===== src/include/mspc_pkg.sv =====
// Package: register map, field positions and carrier types for step/phase control
package mspc_pkg;

  // ----------------------------------------
  // Register map
  // ----------------------------------------
  localparam logic [3:0] ADDR_STEP   = 4'h0;
  localparam logic [3:0] ADDR_EVENT  = 4'h1;
  localparam logic [3:0] ADDR_PHASE  = 4'h2;
  localparam logic [3:0] ADDR_CTRL   = 4'h3;
  localparam logic [3:0] ADDR_STATUS = 4'h4;
  localparam logic [7:0] RESET_BYTE  = 8'h00;

  // ----------------------------------------
  // Field positions
  // ----------------------------------------
  localparam int STEP_ZC_EDGE   = 6;
  localparam int STEP_HW_DEMAG  = 5;
  localparam int STEP_SIM_DEMAG = 4;
  localparam int STEP_OCV       = 3;
  localparam int STEP_OS_CD     = 2;
  localparam int STEP_OS_DZ     = 1;
  localparam int STEP_OS_ZC     = 0;
  localparam int EVT_FLAG       = 7;
  localparam int EVT_HZ_DIR     = 6;
  localparam int EVT_SZ         = 5;
  localparam int EVT_SC         = 4;
  localparam int EVT_FAST_Z_SAMPLING       = 3;
  localparam int CTRL_MOE       = 0;
  localparam int CTRL_SR        = 1;
  localparam int CTRL_DAC       = 2;
  localparam int CTRL_SWA       = 3;
  localparam int CTRL_CURRENT_LIMIT_IRQ_MASK      = 4;
  localparam int CTRL_TES_LO    = 5;
  localparam logic [7:0] STEP_PRELOAD_MASK  = 8'h74;
  localparam logic [7:0] STEP_WRITE_MASK    = 8'h7F;
  localparam logic [7:0] EVENT_WRITE_MASK   = 8'h3F;
  localparam logic [2:0] VR_EXTERNAL        = 3'h7;
  localparam logic [1:0] IS_ENCODER         = 2'h3;
  localparam logic [1:0] TES_POSITION       = 2'h0;

  // ----------------------------------------
  // Carrier types
  // ----------------------------------------
  typedef enum logic [1:0] {
    MSPC_SEG_CD = 2'b00,
    MSPC_SEG_DZ = 2'b01,
    MSPC_SEG_ZC = 2'b10
  } mspc_seg_t;

  typedef struct packed {
    logic [3:0] addr;
    logic [7:0] wdata;
    logic       wr;
    logic       rd;
  } mspc_bus_req_t;

  typedef struct packed {
    logic c_evt;
    logic d_evt;
    logic z_evt;
    logic overflow;
    logic speed_err;
    logic cur_limit;
  } mspc_events_t;

  typedef struct packed {
    logic [7:0] step_active;
    logic [7:0] step_pre;
    logic [7:0] evt;
    logic [7:0] phase_active;
    logic [7:0] phase_pre;
    logic [7:0] ctrl;
    logic       cl_flag;
    mspc_seg_t  seg;
    logic       qa_d;
    logic       a_d;
    logic       encoder_dir;
    logic [7:0] rdata;
    logic [1:0] sync_a;
    logic [1:0] sync_b;
    logic [1:0] sync_cmp;
  } mspc_state_t;

endpackage : mspc_pkg


===== src/design/mspc_core.sv =====
// Commutation step, event flag and phase state control
//
// Notes on behaviour
// - Bit 6 picks zero-crossing comparator edge
// - Bit 5 enables hardware demagnetisation events
// - Bit 4 enables simulated demagnetisation events
// - Masked current limit: interrupt, PWM off or trip
// - Sensorless: bits 2:0 choose side per interval
// - Preload bits move at C; others immediate
// - Direct access phase write makes C event
// - Whole-byte writes; preload bits reset otherwise
// - Position mode: overflow flag sticky, no interrupt
// - Speed mode: bit 7 shows speed error
// - Position mode: bit 6 selects hardware Z
// - Speed mode: bit 6 shows quadrature lead
// - Bit 5 requests simulated zero crossing
// - Auto mode: bit 4 chooses commutation source
// - Fast Z sampling: continuous, else off-time end
// - Fast Z sampling forces minimum off time zero
// - Threshold select; all ones picks external pin
// - Input select routes channel or encoder mode
// - Channel on bits apply at C or immediately
// - Direct access drives outputs from phase write
//
// Strobed register access and the placing of the registers were decided locally.
module mspc_core (
  input  wire logic                 sys_clk,
  input  wire logic                 sys_rst,
  input  wire mspc_pkg::mspc_bus_req_t bus_req,
  output logic [7:0]                rdata,
  input  wire mspc_pkg::mspc_events_t  events,
  input  wire logic                 pos_input_a,
  input  wire logic                 pos_input_b,
  input  wire logic                 comparator_out,
  input  wire logic                 pwm_off_time_end,
  output logic [5:0]                motor_outputs,
  output logic                      pwm_on_low,
  output logic                      pwm_kill,
  output logic                      current_limit_irq,
  output logic                      output_enable_master,
  output logic [1:0]                comp_channel_sel,
  output logic                      encoder_mode,
  output logic [2:0]                bemf_threshold_sel,
  output logic                      ext_threshold_used,
  output logic                      zc_edge_pick,
  output logic                      zc_detect,
  output logic                      demag_event,
  output logic                      z_sample_enable,
  output logic                      min_off_time_zero,
  output logic                      commutate
);

  mspc_pkg::mspc_state_t s_reg;
  mspc_pkg::mspc_state_t s_next;

  logic       wr_step;
  logic       wr_evt;
  logic       wr_phase;
  logic       wr_ctrl;
  logic       c_evt;
  logic       pos_mode;
  logic       dac;
  logic       cmp_q;
  logic       cmp_edge;
  logic       side_sel;
  logic [7:0] step_w;

  // ----------------------------------------
  // Decode and event sources
  // ----------------------------------------
  assign wr_step  = bus_req.wr && (bus_req.addr == mspc_pkg::ADDR_STEP);
  assign wr_evt   = bus_req.wr && (bus_req.addr == mspc_pkg::ADDR_EVENT);
  assign wr_phase = bus_req.wr && (bus_req.addr == mspc_pkg::ADDR_PHASE);
  assign wr_ctrl  = bus_req.wr && (bus_req.addr == mspc_pkg::ADDR_CTRL);
  assign dac      = s_reg.ctrl[mspc_pkg::CTRL_DAC];
  assign pos_mode = (s_reg.ctrl[mspc_pkg::CTRL_TES_LO +: 2] == mspc_pkg::TES_POSITION);
  assign step_w   = bus_req.wdata & mspc_pkg::STEP_WRITE_MASK;

  // Commutation: hardware or simulated in auto mode, forced in direct access
  always_comb
  begin
    if (s_reg.ctrl[mspc_pkg::CTRL_SWA] && s_reg.evt[mspc_pkg::EVT_SC])
      c_evt = 1'b1;
    else
      c_evt = events.c_evt;
    if (dac && wr_phase)
      c_evt = 1'b1;
  end

  // Comparator edge after two-stage synchroniser
  assign cmp_q    = s_reg.sync_cmp[1];
  assign cmp_edge = s_reg.step_active[mspc_pkg::STEP_ZC_EDGE] ?
                    (cmp_q && !s_reg.qa_d) : (!cmp_q && s_reg.qa_d);

  // ----------------------------------------
  // Next state
  // ----------------------------------------
  always_comb
  begin
    s_next = s_reg;
    s_next.sync_a   = {s_reg.sync_a[0], pos_input_a};
    s_next.sync_b   = {s_reg.sync_b[0], pos_input_b};
    s_next.sync_cmp = {s_reg.sync_cmp[0], comparator_out};
    s_next.qa_d     = cmp_q;
    s_next.a_d      = s_reg.sync_a[1];
    // Quadrature lead taken on each change of synchronised A
    if (s_reg.sync_a[1] != s_reg.a_d)
      s_next.encoder_dir = s_reg.a_d ~^ s_reg.sync_b[1];

    // Step register: preload bits to shadow, others direct
    if (wr_step)
    begin
      s_next.step_pre = step_w;
      s_next.step_active = (s_reg.step_active & mspc_pkg::STEP_PRELOAD_MASK)
                         | (step_w & ~mspc_pkg::STEP_PRELOAD_MASK);
    end
    if (wr_phase)
      s_next.phase_pre = bus_req.wdata;
    if (c_evt)
    begin
      s_next.step_active = (s_next.step_pre & mspc_pkg::STEP_PRELOAD_MASK)
                         | (s_next.step_active & ~mspc_pkg::STEP_PRELOAD_MASK);
      s_next.phase_active = s_next.phase_pre;
      s_next.seg = mspc_pkg::MSPC_SEG_CD;
    end
    else if (events.d_evt && s_reg.seg == mspc_pkg::MSPC_SEG_CD && !s_reg.ctrl[mspc_pkg::CTRL_SR])
      s_next.seg = mspc_pkg::MSPC_SEG_DZ;
    else if (events.z_evt || s_reg.evt[mspc_pkg::EVT_SZ])
      s_next.seg = mspc_pkg::MSPC_SEG_ZC;

    // Event control register
    if (wr_evt)
    begin
      s_next.evt = (bus_req.wdata & mspc_pkg::EVENT_WRITE_MASK)
                 | (s_reg.evt & ~mspc_pkg::EVENT_WRITE_MASK & ~(8'h01 << mspc_pkg::EVT_FLAG));
      if (pos_mode)
        s_next.evt[mspc_pkg::EVT_HZ_DIR] = bus_req.wdata[mspc_pkg::EVT_HZ_DIR];
      if (bus_req.wdata[mspc_pkg::EVT_FLAG])
        s_next.evt[mspc_pkg::EVT_FLAG] = s_reg.evt[mspc_pkg::EVT_FLAG];
    end
    if (pos_mode ? events.overflow : events.speed_err)
      s_next.evt[mspc_pkg::EVT_FLAG] = 1'b1;

    // Control and current limit
    if (wr_ctrl)
      s_next.ctrl = bus_req.wdata;
    s_next.cl_flag = events.cur_limit;
    if (events.cur_limit && s_reg.ctrl[mspc_pkg::CTRL_CURRENT_LIMIT_IRQ_MASK]
        && s_reg.step_active[mspc_pkg::STEP_OCV])
      s_next.ctrl[mspc_pkg::CTRL_MOE] = 1'b0;

    // Read data, one cycle later
    s_next.rdata = mspc_pkg::RESET_BYTE;
    if (bus_req.rd)
    begin
      unique case (bus_req.addr)
        mspc_pkg::ADDR_STEP:   s_next.rdata = s_reg.step_pre;
        mspc_pkg::ADDR_EVENT:
        begin
          s_next.rdata = s_reg.evt;
          if (!pos_mode)
            s_next.rdata[mspc_pkg::EVT_HZ_DIR] = s_reg.encoder_dir;
        end
        mspc_pkg::ADDR_PHASE:  s_next.rdata = s_reg.phase_pre;
        mspc_pkg::ADDR_CTRL:   s_next.rdata = s_reg.ctrl;
        mspc_pkg::ADDR_STATUS: s_next.rdata = {5'h00, s_reg.seg, s_reg.cl_flag};
        default:               s_next.rdata = mspc_pkg::RESET_BYTE;
      endcase
    end
  end

  always_ff @(posedge sys_clk or posedge sys_rst)
  begin
    if (sys_rst)
      s_reg <= '0;
    else
      s_reg <= s_next;
  end

  // ----------------------------------------
  // Outputs
  // ----------------------------------------
  always_comb
  begin
    if (dac)
      side_sel = s_reg.step_active[mspc_pkg::STEP_OS_ZC];
    else if (s_reg.ctrl[mspc_pkg::CTRL_SR])
      side_sel = (s_reg.seg == mspc_pkg::MSPC_SEG_ZC) ?
                 s_reg.step_active[mspc_pkg::STEP_OS_ZC] :
                 s_reg.step_active[mspc_pkg::STEP_OS_CD];
    else
    begin
      unique case (s_reg.seg)
        mspc_pkg::MSPC_SEG_CD: side_sel = s_reg.step_active[mspc_pkg::STEP_OS_CD];
        mspc_pkg::MSPC_SEG_DZ: side_sel = s_reg.step_active[mspc_pkg::STEP_OS_DZ];
        mspc_pkg::MSPC_SEG_ZC: side_sel = s_reg.step_active[mspc_pkg::STEP_OS_ZC];
        default:               side_sel = s_reg.step_active[mspc_pkg::STEP_OS_ZC];
      endcase
    end
  end

  assign rdata                = s_reg.rdata;
  assign pwm_on_low           = side_sel;
  assign output_enable_master = s_reg.ctrl[mspc_pkg::CTRL_MOE];
  assign motor_outputs        = output_enable_master ? s_reg.phase_active[5:0] : 6'h00;
  assign pwm_kill             = s_reg.cl_flag;
  assign current_limit_irq    = s_reg.cl_flag && s_reg.ctrl[mspc_pkg::CTRL_CURRENT_LIMIT_IRQ_MASK];
  assign comp_channel_sel     = s_reg.phase_active[7:6];
  assign encoder_mode         = (s_reg.phase_active[7:6] == mspc_pkg::IS_ENCODER);
  assign bemf_threshold_sel   = s_reg.evt[2:0];
  assign ext_threshold_used   = (s_reg.evt[2:0] == mspc_pkg::VR_EXTERNAL);
  assign zc_edge_pick         = s_reg.step_active[mspc_pkg::STEP_ZC_EDGE];
  assign zc_detect            = cmp_edge && pos_mode && s_reg.evt[mspc_pkg::EVT_HZ_DIR]
                                && (s_reg.evt[mspc_pkg::EVT_FAST_Z_SAMPLING] || pwm_off_time_end);
  assign demag_event          = (events.d_evt && s_reg.step_active[mspc_pkg::STEP_HW_DEMAG])
                                || (s_reg.evt[mspc_pkg::EVT_SZ]
                                && s_reg.step_active[mspc_pkg::STEP_SIM_DEMAG]);
  assign z_sample_enable      = s_reg.evt[mspc_pkg::EVT_FAST_Z_SAMPLING] || pwm_off_time_end;
  assign min_off_time_zero    = s_reg.evt[mspc_pkg::EVT_FAST_Z_SAMPLING];
  assign commutate            = c_evt;

  // ----------------------------------------
  // Assertions
  // ----------------------------------------
  property p_dac_c;
    @(posedge sys_clk) disable iff (sys_rst)
      (dac && wr_phase) |-> commutate;
  endproperty
  a_dac_c: assert property (p_dac_c) else $error("no C on direct write");

  property p_phase_load;
    @(posedge sys_clk) disable iff (sys_rst)
      (c_evt && wr_phase) |=> (s_reg.phase_active == $past(bus_req.wdata));
  endproperty
  a_phase_load: assert property (p_phase_load) else $error("phase not loaded");

  property p_flag_sticky;
    @(posedge sys_clk) disable iff (sys_rst)
      (pos_mode && events.overflow && !wr_ctrl) |=> s_reg.evt[mspc_pkg::EVT_FLAG];
  endproperty
  a_flag_sticky: assert property (p_flag_sticky) else $error("overflow flag lost");

  property p_trip;
    @(posedge sys_clk) disable iff (sys_rst)
      (events.cur_limit && s_reg.ctrl[mspc_pkg::CTRL_CURRENT_LIMIT_IRQ_MASK]
       && s_reg.step_active[mspc_pkg::STEP_OCV] && !wr_ctrl) |=> !output_enable_master;
  endproperty
  a_trip: assert property (p_trip) else $error("trip did not clear enable");

  property p_no_irq;
    @(posedge sys_clk) disable iff (sys_rst)
      !s_reg.ctrl[mspc_pkg::CTRL_CURRENT_LIMIT_IRQ_MASK] |-> !current_limit_irq;
  endproperty
  a_no_irq: assert property (p_no_irq) else $error("irq while masked");

  property p_preload_hold;
    @(posedge sys_clk) disable iff (sys_rst)
      (wr_step && !c_evt) |=> ((s_reg.step_active & mspc_pkg::STEP_PRELOAD_MASK)
        == ($past(s_reg.step_active) & mspc_pkg::STEP_PRELOAD_MASK));
  endproperty
  a_preload_hold: assert property (p_preload_hold) else $error("preload moved early");

  property p_rsvd;
    @(posedge sys_clk) disable iff (sys_rst)
      wr_step |=> !s_reg.step_pre[7];
  endproperty
  a_rsvd: assert property (p_rsvd) else $error("reserved bit set");

  property p_offtime;
    @(posedge sys_clk) disable iff (sys_rst)
      (wr_evt && bus_req.wdata[mspc_pkg::EVT_FAST_Z_SAMPLING]) |=> min_off_time_zero;
  endproperty
  a_offtime: assert property (p_offtime) else $error("off time not forced");

  property p_zc_edge;
    @(posedge sys_clk) disable iff (sys_rst)
      cmp_edge |-> (cmp_q == s_reg.step_active[mspc_pkg::STEP_ZC_EDGE]);
  endproperty
  a_zc_edge: assert property (p_zc_edge) else $error("wrong zero-crossing edge");

  property p_hw_demag;
    @(posedge sys_clk) disable iff (sys_rst)
      (events.d_evt && s_reg.step_active[mspc_pkg::STEP_HW_DEMAG]) |-> demag_event;
  endproperty
  a_hw_demag: assert property (p_hw_demag) else $error("hw demag lost");

  property p_demag_off;
    @(posedge sys_clk) disable iff (sys_rst)
      (!s_reg.step_active[mspc_pkg::STEP_HW_DEMAG]
       && !s_reg.step_active[mspc_pkg::STEP_SIM_DEMAG]) |-> !demag_event;
  endproperty
  a_demag_off: assert property (p_demag_off) else $error("demag while disabled");

  property p_sim_demag;
    @(posedge sys_clk) disable iff (sys_rst)
      (s_reg.evt[mspc_pkg::EVT_SZ] && s_reg.step_active[mspc_pkg::STEP_SIM_DEMAG]) |-> demag_event;
  endproperty
  a_sim_demag: assert property (p_sim_demag) else $error("sim demag lost");

  property p_irq;
    @(posedge sys_clk) disable iff (sys_rst)
      (events.cur_limit && s_reg.ctrl[mspc_pkg::CTRL_CURRENT_LIMIT_IRQ_MASK] && !wr_ctrl) |=> current_limit_irq;
  endproperty
  a_irq: assert property (p_irq) else $error("no current limit irq");

  property p_kill;
    @(posedge sys_clk) disable iff (sys_rst)
      events.cur_limit |=> pwm_kill;
  endproperty
  a_kill: assert property (p_kill) else $error("pwm not killed");

  property p_seg_c;
    @(posedge sys_clk) disable iff (sys_rst)
      c_evt |=> (s_reg.seg == mspc_pkg::MSPC_SEG_CD);
  endproperty
  a_seg_c: assert property (p_seg_c) else $error("interval not restarted");

  property p_sensor_side;
    @(posedge sys_clk) disable iff (sys_rst)
      (!dac && s_reg.ctrl[mspc_pkg::CTRL_SR] && s_reg.seg == mspc_pkg::MSPC_SEG_ZC)
        |-> (pwm_on_low == s_reg.step_active[mspc_pkg::STEP_OS_ZC]);
  endproperty
  a_sensor_side: assert property (p_sensor_side) else $error("sensor side wrong");

  property p_dac_side;
    @(posedge sys_clk) disable iff (sys_rst)
      dac |-> (pwm_on_low == s_reg.step_active[mspc_pkg::STEP_OS_ZC]);
  endproperty
  a_dac_side: assert property (p_dac_side) else $error("direct side wrong");

  property p_speed_flag;
    @(posedge sys_clk) disable iff (sys_rst)
      (!pos_mode && events.speed_err) |=> s_reg.evt[mspc_pkg::EVT_FLAG];
  endproperty
  a_speed_flag: assert property (p_speed_flag) else $error("speed error lost");

  property p_hz_write;
    @(posedge sys_clk) disable iff (sys_rst)
      (wr_evt && pos_mode) |=> (s_reg.evt[mspc_pkg::EVT_HZ_DIR] == $past(bus_req.wdata[6]));
  endproperty
  a_hz_write: assert property (p_hz_write) else $error("hw Z select not written");

  property p_sim_c;
    @(posedge sys_clk) disable iff (sys_rst)
      (s_reg.ctrl[mspc_pkg::CTRL_SWA] && s_reg.evt[mspc_pkg::EVT_SC]) |-> commutate;
  endproperty
  a_sim_c: assert property (p_sim_c) else $error("no simulated C");

  property p_zsample;
    @(posedge sys_clk) disable iff (sys_rst)
      !s_reg.evt[mspc_pkg::EVT_FAST_Z_SAMPLING] |-> (z_sample_enable == pwm_off_time_end);
  endproperty
  a_zsample: assert property (p_zsample) else $error("Z sampled outside off end");

  property p_outs_off;
    @(posedge sys_clk) disable iff (sys_rst)
      !output_enable_master |-> (motor_outputs == 6'h00);
  endproperty
  a_outs_off: assert property (p_outs_off) else $error("outputs on while disabled");

  property p_ext;
    @(posedge sys_clk) disable iff (sys_rst)
      ext_threshold_used |-> (bemf_threshold_sel == mspc_pkg::VR_EXTERNAL);
  endproperty
  a_ext: assert property (p_ext) else $error("threshold decode wrong");

endmodule : mspc_core


===== config.mk =====
export PLATFORM = sky130hd
export DESIGN_NAME = mspc_core
export DESIGN_NICKNAME = d
export VERILOG_FILES = /design/src/include/mspc_pkg.sv /design/src/design/mspc_core.sv
export SDC_FILE = /design/constraint.sdc
export NUM_CORES = 1
export LEC_CHECK = 0
export BUFFER_PORTS_ARGS = -buffer_cell sky130_fd_sc_hd__buf_2
export CAP_MARGIN = 5
export CORE_ASPECT_RATIO = 0.5
export CORE_MARGIN = 2
export CORE_UTILIZATION = 45
export CTS_CLUSTER_SIZE = 8
export DETAILED_ROUTE_END_ITERATION = 8
export HOLD_SLACK_MARGIN = 0.06
export PLACE_DENSITY = 0.78
export RECOVER_POWER = 100
export SETUP_SLACK_MARGIN = 0.3
export SKIP_CTS_REPAIR_TIMING = 1
export SLEW_MARGIN = 40
export SYNTH_ARGS = -nofsm -noshare
export SYNTH_HDL_FRONTEND = slang
export SYNTH_SLANG_ARGS = --single-unit

===== constraint.sdc =====
create_clock -name sys_clk -period 2 [get_ports sys_clk]
set_input_delay 0.1 -clock sys_clk [delete_from_list [all_inputs] [get_ports sys_clk]]
set_output_delay 0.1 -clock sys_clk [all_outputs]
set_load 0.02 [all_outputs]

Word-level counts from Yosys, hierarchy flattened --
Cells that the tools add are included.
Storage, ports and cells: flip-flop bits (word level) 67, input port bits 26, logic and storage cells 89
Operators by class: equal/unequal tests 10, muxes and demuxes 24, bitwise gates (word level) 4, reductions and logical operators 32
Operator list (number):
- case mux 8 bit (5 select lines) | 1
- two-way mux 8 bit | 4
- logical AND 1 bit | 18
- two-way mux 16 bit | 1
- two-way mux 1 bit | 13
- == test 4 x 2 -> 1 bit, second input constant | 2
- bitwise OR 7 x 8 -> 8 bit | 1
- bitwise OR 6 x 7 -> 7 bit | 1
- bitwise OR 7 x 4 -> 7 bit | 1
- two-way mux 2 bit | 3
- two-way mux 6 bit | 1
- nonzero test 2 bit | 3
- == test 2 bit, second input constant | 2
- == test 4 x 1 -> 1 bit, second input constant | 1
- == test 4 x 3 -> 1 bit, second input constant | 1
- logical NOT 2 bit | 2
- logical NOT 4 bit | 1
- == test 3 bit, second input constant | 1
- logical NOT 1 bit | 3
- logical OR 1 bit | 3
- nonzero test 3 bit | 1
- == test 2 x 1 -> 1 bit, second input constant | 1
- != test 2 x 1 -> 1 bit, second input constant | 1
- case mux 1 bit (2 select lines) | 1
- other kinds (3) | 3

Longest topological paths before layout --
Gate-level depths: netlist of the first run.
depth in word-level cells 6, mapped depth 6

Least setup slack after synthesis of the first run --
OpenSTA, ideal clock, no wires.
path type reg-to-reg, from register s_reg[48] (netlist bit), to register s_reg[37] (netlist bit), data arrival time 1.241 ns, required time 1.877 ns, path slack 0.637 ns, stages on the path, launching flop included 5, buffers on the path 1, cell sequence dfrtp_1 > a21o_1 > a21o_1 > buf_4 > o221a_2
Between the ends: longest elaborated chain between the ends 3
Ends and longest elaborated chain:
- from (decl) | RTL line mspc_core.sv:53 | mspc_pkg::mspc_state_t s_reg;
- from (signal assigned) | RTL line mspc_core.sv:177 | s_reg <= s_next;
- logical AND 1 bit | RTL line mspc_core.sv:82 | if (s_reg.ctrl[mspc_pkg::CTRL_SWA] && s_reg.evt[mspc_pkg::EVT_SC])
- two-way mux 1 bit | RTL line mspc_core.sv:82
- two-way mux 1 bit | RTL line mspc_core.sv:86 | if (dac && wr_phase)
- via commutate | RTL line mspc_core.sv:50 | output logic commutate
The timed path passes the listed nets, and every way through them passes these cells. A chain may end at the register's enable or synchronous reset.

==> impl_metrics.ini, run 1 <==
[floorplanning]
initial_utilization_pct = 47.5
io-pin-count = 57
dieHeight_um = 61.1
coreArea_mm2 = 0.00618
die_w_um = 118
fp-row-count = 20
dieArea_mm2 = 0.00723

[clock_network]
clk_latency_ps = 330
cts_tree = built
clockRootBuffer = clkbuf_16
clock-sinks = 63
path_clk_slew_ps = 50
cts_max_level = 3
clockBufferDepth = 2
cts_buffers = 9

[synth]
synth_top_area_share_pct = 53.7
syn_nets = 281
synth_top_cell_by_area = dfrtp_1
synth_area_mm2 = 0.00294
yosysSeqAreaShare_pct = 53.7
postSynthAreaPerCell_um2 = 11.5
yosys_warnings = 0
yosysUniqueCellTypes = 40
netlist_instances = 255
synth_area_leaders = dfrtp_1 54%, mux2_2 11%, nand2_1 4.1%
ys_ff_latch = 63

[global_route]
grt.overflow.total = 0
grt_start_max_net_pins = 64
grt_pass1_vias = 2029
antenna_found_initial = 0
grt_pass1_wl_um = 10700
track_usage_pct = 19.9

[placement]
dp_cells = 384
dpl.hpwl_um = 4720
io_buffers = 56
dp_slack_ps = 410
place_area_mm2 = 0.00323
gp_congestion = 0.935

[timing]
grt_setup_unrepaired = no
timing.final.ws_setup_ps = 316
relSlewSlack_pct = 43.1
tightest_slew_ps = 853
skew_ps = 4.05
finalMaxSlewViolations = 0
finalSetupViolCount = 0
period_share_pct = 84.2
hold_viol_final = 0
final.setup.tns_ps = 0
hold_ws_ps = 53.1
finalCriticalPeriod_ps = 1680
fmax_mhz = 594

[detailed_routing]
postRouteAntennaNets = 0
wl_per_cell_um = 16.5
first_iter_violations = 123
drc = 0
drtPass1Iterations = 4
wl_um = 6780
post_drt_via_cell_ratio = 5.38
vias = 2210

[critical_path]
slowest_delay_ps = 590
critPathArrivalTime_ps = 1900
cp.required_ps = 2210
critPathCaptureType = flop
critical_path_class = primary input to flop
worst-path-max-fanout = 12
crit_slowest_cell = clkbuf_1
cp-start-kind = primary input
cp_cell_sequence = buf_2 > clkbuf_1 > nor2_1 > nand3_2 > mux2_1 > mux2_2

[layout]
finish.utilization_pct = 58.3
fin_cells = 411
final_layout_size_suffix_gt1_share_pct = 25.1
antenna_cells = 0
fin_nets = 344
final_area_mm2 = 0.00360
area_delta_synth_final_pct = 22.6
largest_reg_flops = 40

[outcome]
status = complete, no violations

[power]
power_density_mw_per_mm2 = 1170
p_total_mw = 4.20
ir_worst_vdd_mv = 0.451
p_leak_nw = 1.62

[run]
cap_violations = 0

[worst_hold_path]
hold_path.class = primary input to flop
cell families (layout without fill, tap and decap cells):
| group | Yosys count | in the layout | synth area share (%) |
|---|---|---|---|
| AOI/OAI and AO/OA | 38 | 38 | 9.88 |
| buffers and inverters | 24 | 92 | 5.54 |
| muxes | 40 | 40 | 14.9 |
| DFF | 63 | 63 | 53.7 |
| and+or+nand+nor | 90 | 90 | 16.0 |
metal layers:
layer	global-route usage [%]	vias up	share of wire, %
li1	-	1029	-
met1	27.3	1086	46
met2	30.7	90	46
met3	6.20	5	7.8
met4	6.71	0	0.55
met5	0	-	0
Yosys cell counts:
library cell and count:
nand4b_2 1, o221a_2 8, and3_1 1, nand2_1 32, nor2b_1 4, o32ai_1 1, o22ai_1 1, nor2_1 16
o22a_1 3, nor3_1 3, nand3b_1 2, or2_2 2, nor2_4 1, nand4bb_1 1, buf_2 4, nand3_1 2
nor4_1 1, inv_1 4, nor3b_1 1, o21a_1 2, or2_4 1, a21oi_1 9, buf_6 2, nand4_1 1
a221o_1 1, or3_1 9, mux2i_1 10, nand3_2 1, nor4b_1 2, and2_1 8, o21ai_0 4, buf_4 14
mux2_2 30, dfrtp_1 63, o31a_1 1, nand2b_1 1, a22o_1 2, a31oi_1 2, a21o_1 2, a22oi_1 2
cell usage in the layout (no fill, tap or decap), types with 6 or more instances in the layout:
cell type / synthesis / layout
clkbuf_16: 0 / 9
dfrtp_1: 63 / 63
or3_1: 9 / 9
o221a_2: 8 / 8
mux2_2: 30 / 27
clkbuf_1: 0 / 36
mux2i_1: 10 / 10
a21oi_1: 9 / 9
and2_1: 8 / 6
buf_2: 4 / 25
nand2_1: 32 / 32
nor2_1: 16 / 16
dlygate4sd3_1: 0 / 11
cell type report:
class	instances	area, um^2
timing repair buffer	72	378
clock buffer	13	260
multi-input combinational	168	1200
tap	88	110
sequential	63	1580
inverter	4	15.0
clock inverter	3	65.1
fill	511	2580
worst max-delay path, delay by kind of cell:
| family | cells | cell delay, ps |
|---|---|---|
| buffers and inverters | 2 | 810 |
| multiplexers | 2 | 640 |
| AND/OR/NAND/NOR | 2 | 340 |
where the power goes:
group / switching [mW] / internal [mW] / leakage, nW
registers: 0.226 / 1.51 / 0.779
logic: 0.422 / 0.355 / 0.679
clock network: 0.537 / 1.16 / 0.160
path summary, 6_finish.rpt:
check	from	end	slack (ps)	cells past startpoint
min in group asynchronous	sys_rst	s_reg[16]$_DFF_PP0_	580	4
min	bus_req[3]	s_reg[29]$_DFF_PP0_	50	3
max reg2reg	s_reg[48]$_DFFE_PP0P_	comp_channel_sel[0]$_DFFE_PP0P_	410	4
max in group asynchronous	sys_rst	bemf_threshold_sel[2]$_DFFE_PP0P_	860	4
min reg2reg	s_next[3]$_DFF_PP0_	s_reg[3]$_DFF_PP0_	350	0
max	bus_req[11]	zc_edge_pick$_DFFE_PP0P_	320	6
(Power assumes the default switching activity.)
==> run 2, diff against run 1 <==
Clock period 2 ns to 1.7 ns, I/O delays scaled along.
==> impl_metrics.ini, run 2 (same netlist as run 1, synthesis figures left out) <==
[placement]
gp_congestion = 0.959
dpl.hpwl_um = 4840
dp_cells = 385
io_buffers = 56

[outcome]
status = complete, no violations

[detailed_routing]
post_drt_via_cell_ratio = 5.32
drc = 0
drtPass1Iterations = 5
wl_um = 7670
first_iter_violations = 141
vias = 2255
postRouteAntennaNets = 0
wl_per_cell_um = 18.1

[clock_network]
path_clk_slew_ps = 50
cts_tree = built
cts_max_level = 3
clockBufferDepth = 2
cts_buffers = 9
clock-sinks = 63
clockRootBuffer = clkbuf_16
clk_latency_ps = 330

[timing]
finalCriticalPeriod_ps = 1600
finalMaxSlewViolations = 0
hold_ws_ps = 48.5
grt_setup_unrepaired = yes
fmax_mhz = 623
skew_ps = 5.77
finalSetupViolCount = 0
period_share_pct = 94.4
tightest_slew_ps = 735
hold_viol_final = 0
relSlewSlack_pct = 51.0

[layout]
largest_reg_flops = 40
fin_nets = 357
final_layout_size_suffix_gt1_share_pct = 29.5
fillers = 485
final_cell_mix = 62 x dfrtp_1, 32 x nand2_1, 32 x clkbuf_1
area_delta_synth_final_pct = 27.5
seqCellArea_mm2 = 0.00158
fin_cells = 424
layout_commonest_cell = dfrtp_1
multi_input_area_mm2 = 0.00126
finish.utilization_pct = 60.6
antenna_cells = 0

[global_route]
antenna_found_initial = 0
grt_start_max_net_pins = 55
grtUsageMet3_pct = 8.70
busiest_layer = met2
grt_pass1_wl_um = 10800
grt_use_met1_pct = 24.6
grtUsageMet2_pct = 33.6
track_usage_pct = 20.3
grt_pass1_vias = 2066
grt.overflow.total = 0

[critical_path]
r2r_cells = 4
cp-start-kind = flop
critical_path_class = flop to output pin
endpoint = pwm_on_low
startpoint = dac$_DFFE_PP0P_
critPathArrivalTime_ps = 1520
cp.required_ps = 1620
reg2reg_to = s_reg[64]$_DFFE_PP0P_
critPathCaptureType = output pin
r2r_setup_slack_ps = 140
reg2reg_from = dac$_DFFE_PP0P_
worst-path-max-fanout = 3

[power]
p_leak_nw = 1.70
power_density_mw_per_mm2 = 1320
ir_worst_vdd_mv = 0.682

[worst_hold_path]
min_from = bus_req[3]
hold_depth = 3
hold_path.class = primary input to flop

[floorplanning]
dieArea_mm2 = 0.00723
die_w_um = 118
io-pin-count = 57
fp-row-count = 20
dieHeight_um = 61.1
initial_utilization_pct = 47.5
coreArea_mm2 = 0.00618

[run]
cap_violations = 0
## run 2: cell types whose count changed in the layout (fill, tap and decap cells not counted), sizes merged
cell         delta
clkinv          +2
inv             -1
clkinvlp        +1
bufinv          -1
buf             +8
clkbuf          +2
dlygate4sd3     +2
## run 2: cell type report
class / instances / share of cell area [%]
well taps: 88 / 2.94
inverters: 4 / 0.434
clock buffers: 12 / 6.58
repair buffers: 85 / 13.2
flip-flops and latches: 63 / 42.1
clock inverters: 4 / 1.20
multi-input cells: 168 / 33.6
## run 2: worst min-delay path by stage
stage	end	slack, ps
2_1_floorplan	pwm_kill$_DFF_PP0_	120
3_3_place_gp	s_next[1]$_DFF_PP0_	40
3_5_place_dp	s_next[15]$_DFF_PP0_	40
4_1_cts	s_next[15]$_DFF_PP0_	-310
5_1_grt	s_reg[29]$_DFF_PP0_	60
6_report	s_reg[29]$_DFF_PP0_	50
## run 2: layer usage
metal / up-vias / wire length (um) / share of wire, %
met2: 85 / 3660 / 48
met4: 0 / 180 / 2.3
met5: - / 0 / 0
li1: 1048 / - / -
met1: 1104 / 3210 / 42
met3: 18 / 616 / 8.0
## run 2: worst max-delay path, stage by stage, from the launching register on
cell and delay (ps):
dfrtp_1 450, nor4b_4 340, a21oi_1 70, nor2_1 100, nor2_1 70, clkbuf_2 170
## run 2: power breakdown
part | switching [mW] | internal, mW
Clock | 0.631 | 1.17
Combinational | 0.566 | 0.530
Sequential | 0.273 | 1.77
## run 2: per-stage QoR
stage               area, um^2  total power [mW]  worst slack (ps)  TNS, ps
floorplan                 2940              2.68               337        0
global placement          3240              2.94               266        0
detailed placement        3240              2.99               184        0
CTS                       3530              4.79              73.4        0
global route              3750              5.17             -2.08    -2.08
finish                    3750              4.94              95.3        0
==> run 3, diff against run 2 <==
Settings changed: CELL_PAD_IN_SITES_DETAIL_PLACEMENT set to 1, CELL_PAD_IN_SITES_GLOBAL_PLACEMENT set to 1, PLACE_DENSITY 0.78 to 0.93.
Clock period 1.7 ns to 2.01 ns, I/O delays scaled along.
==> impl_metrics.ini, run 3 (same netlist as run 1, synthesis figures left out) <==
[power]
ir_worst_vdd_mv = 0.664
power_density_mw_per_mm2 = 1170
p_leak_nw = 1.61

[timing]
finalMaxSlewViolations = 0
finalCriticalPeriod_ps = 1740
tightest_slew_ps = 718
timing.final.ws_setup_ps = 271
relSlewSlack_pct = 52.2
finalSetupViolCount = 0
fmax_mhz = 575
hold_viol_final = 0
grt_setup_unrepaired = yes
skew_ps = 6.20
final.setup.tns_ps = 0
period_share_pct = 86.5

[clock_network]
clk_latency_ps = 330
cts_max_level = 3
cts_buffers = 9
clock-sinks = 63
path_clk_slew_ps = 50
clockBufferDepth = 2
clockRootBuffer = clkbuf_16
cts_tree = built

[critical_path]
cp.required_ps = 2220
critPathArrivalTime_ps = 1950
cp_top_family = compound AO/OA/AOI/OAI gates
worst-path-max-fanout = 12
cp_num_buf_inv = 2
crit_slowest_cell = clkbuf_1
slowest_delay_ps = 500
critPathCaptureType = flop
cp-start-kind = primary input
critical_path_class = primary input to flop
cp_cell_sequence = buf_2 > nand4bb_1 > nor2_1 > clkbuf_1 > o21ai_0 > o221a_2

[detailed_routing]
wl_um = 10200
wl_per_cell_um = 25.0
drtPass1Iterations = 5
post_drt_via_cell_ratio = 5.94
vias = 2422
first_iter_violations = 265
postRouteAntennaNets = 0
drc = 0

[placement]
dpl.hpwl_um = 5980
io_buffers = 56
gp_congestion = 0.887
dp_slack_ps = 483

[global_route]
grt_pass1_vias = 2575
track_usage_pct = 28.8
grt_start_max_net_pins = 64
antenna_found_initial = 0
grt.overflow.total = 0
grt_pass1_wl_um = 15100

[layout]
final_layout_size_suffix_gt1_share_pct = 26.6
largest_reg_flops = 40
area_delta_synth_final_pct = 21.2
fin_nets = 342
antenna_cells = 0
layout_commonest_cell = dfrtp_1
final_cell_mix = 62 x dfrtp_1, 32 x nand2_1, 31 x buf_2
fillers = 662

[outcome]
status = complete, no violations

[floorplanning]
initial_utilization_pct = 47.5
fp-row-count = 20
dieArea_mm2 = 0.00723
coreArea_mm2 = 0.00618
io-pin-count = 57
dieHeight_um = 61.1
die_w_um = 118

[run]
cap_violations = 0

[worst_hold_path]
hold_path.class = primary input to flop
run 3: changes by cell type in the layout (fill, tap and decap cells not counted), sizes merged:
cell and change:
clkinv -2, dlygate4sd3 -5, inv +1, clkbuf -9, buf -1
run 3: through the flow:
stage	power, mW	utilization, %	hold slack (ps)	std cells	instance area (um^2)
finish	4.18	57.6	90.5	408	3560
floorplan	2.27	-	132	255	2940
CTS	4.20	57.2	-157	400	3540
global route	4.34	57.6	96.7	408	3560
global placement	2.51	52.4	187	385	3240
detailed placement	2.59	52.4	191	385	3240
run 3: area by class of cell:
| type | instances | area (um^2) | area share [%] |
|---|---|---|---|
| clock buffers | 12 | 256 | 7.20 |
| clock inverters | 3 | 42.5 | 1.19 |
| inverters | 4 | 15.0 | 0.422 |
| multi-input cells | 168 | 1190 | 33.3 |
| flip-flops and latches | 63 | 1580 | 44.3 |
| well taps | 88 | 110 | 3.09 |
| repair buffers | 70 | 372 | 10.4 |
run 3: worst min-delay path: stages:
cell and delay (ps):
buf_2 140, nand2_1 80, nand2_1 50
run 3: where the power goes:
group | total (mW) | leakage (nW) | internal, mW | switching, mW
registers | 1.75 | 0.778 | 1.50 | 0.246
logic | 0.887 | 0.687 | 0.362 | 0.525
clock network | 1.55 | 0.145 | 1.02 | 0.533
run 3: metal layers:
| metal | vias up | track usage [%] | share of wire, % | wire (um) |
|---|---|---|---|---|
| met4 | 0 | 12.6 | 2.6 | 261 |
| li1 | 1021 | - | - | - |
| met2 | 153 | 48.3 | 47 | 4770 |
| met5 | - | 0 | 0 | 0 |
| met3 | 27 | 11.4 | 10 | 1050 |
| met1 | 1221 | 34.4 | 40 | 4110 |
run 3: final timing paths:
path | start | end | slack (ps) | cells past startpoint
worst max-delay path | bus_req[12] | s_reg[36]$_DFFE_PP0P_ | 270 | 6
worst min-delay path | bus_req[5] | s_reg[31]$_DFF_PP0_ | 90 | 3
worst max register to register | s_reg[48]$_DFFE_PP0P_ | s_reg[39]$_DFFE_PP0P_ | 300 | 4
worst min register to register | s_next[5]$_DFF_PP0_ | s_next[15]$_DFF_PP0_ | 340 | 0
max in group asynchronous | sys_rst | dac$_DFFE_PP0P_ | 1320 | 4
min in group asynchronous | sys_rst | s_reg[18]$_DFFE_PP0P_ | 420 | 4
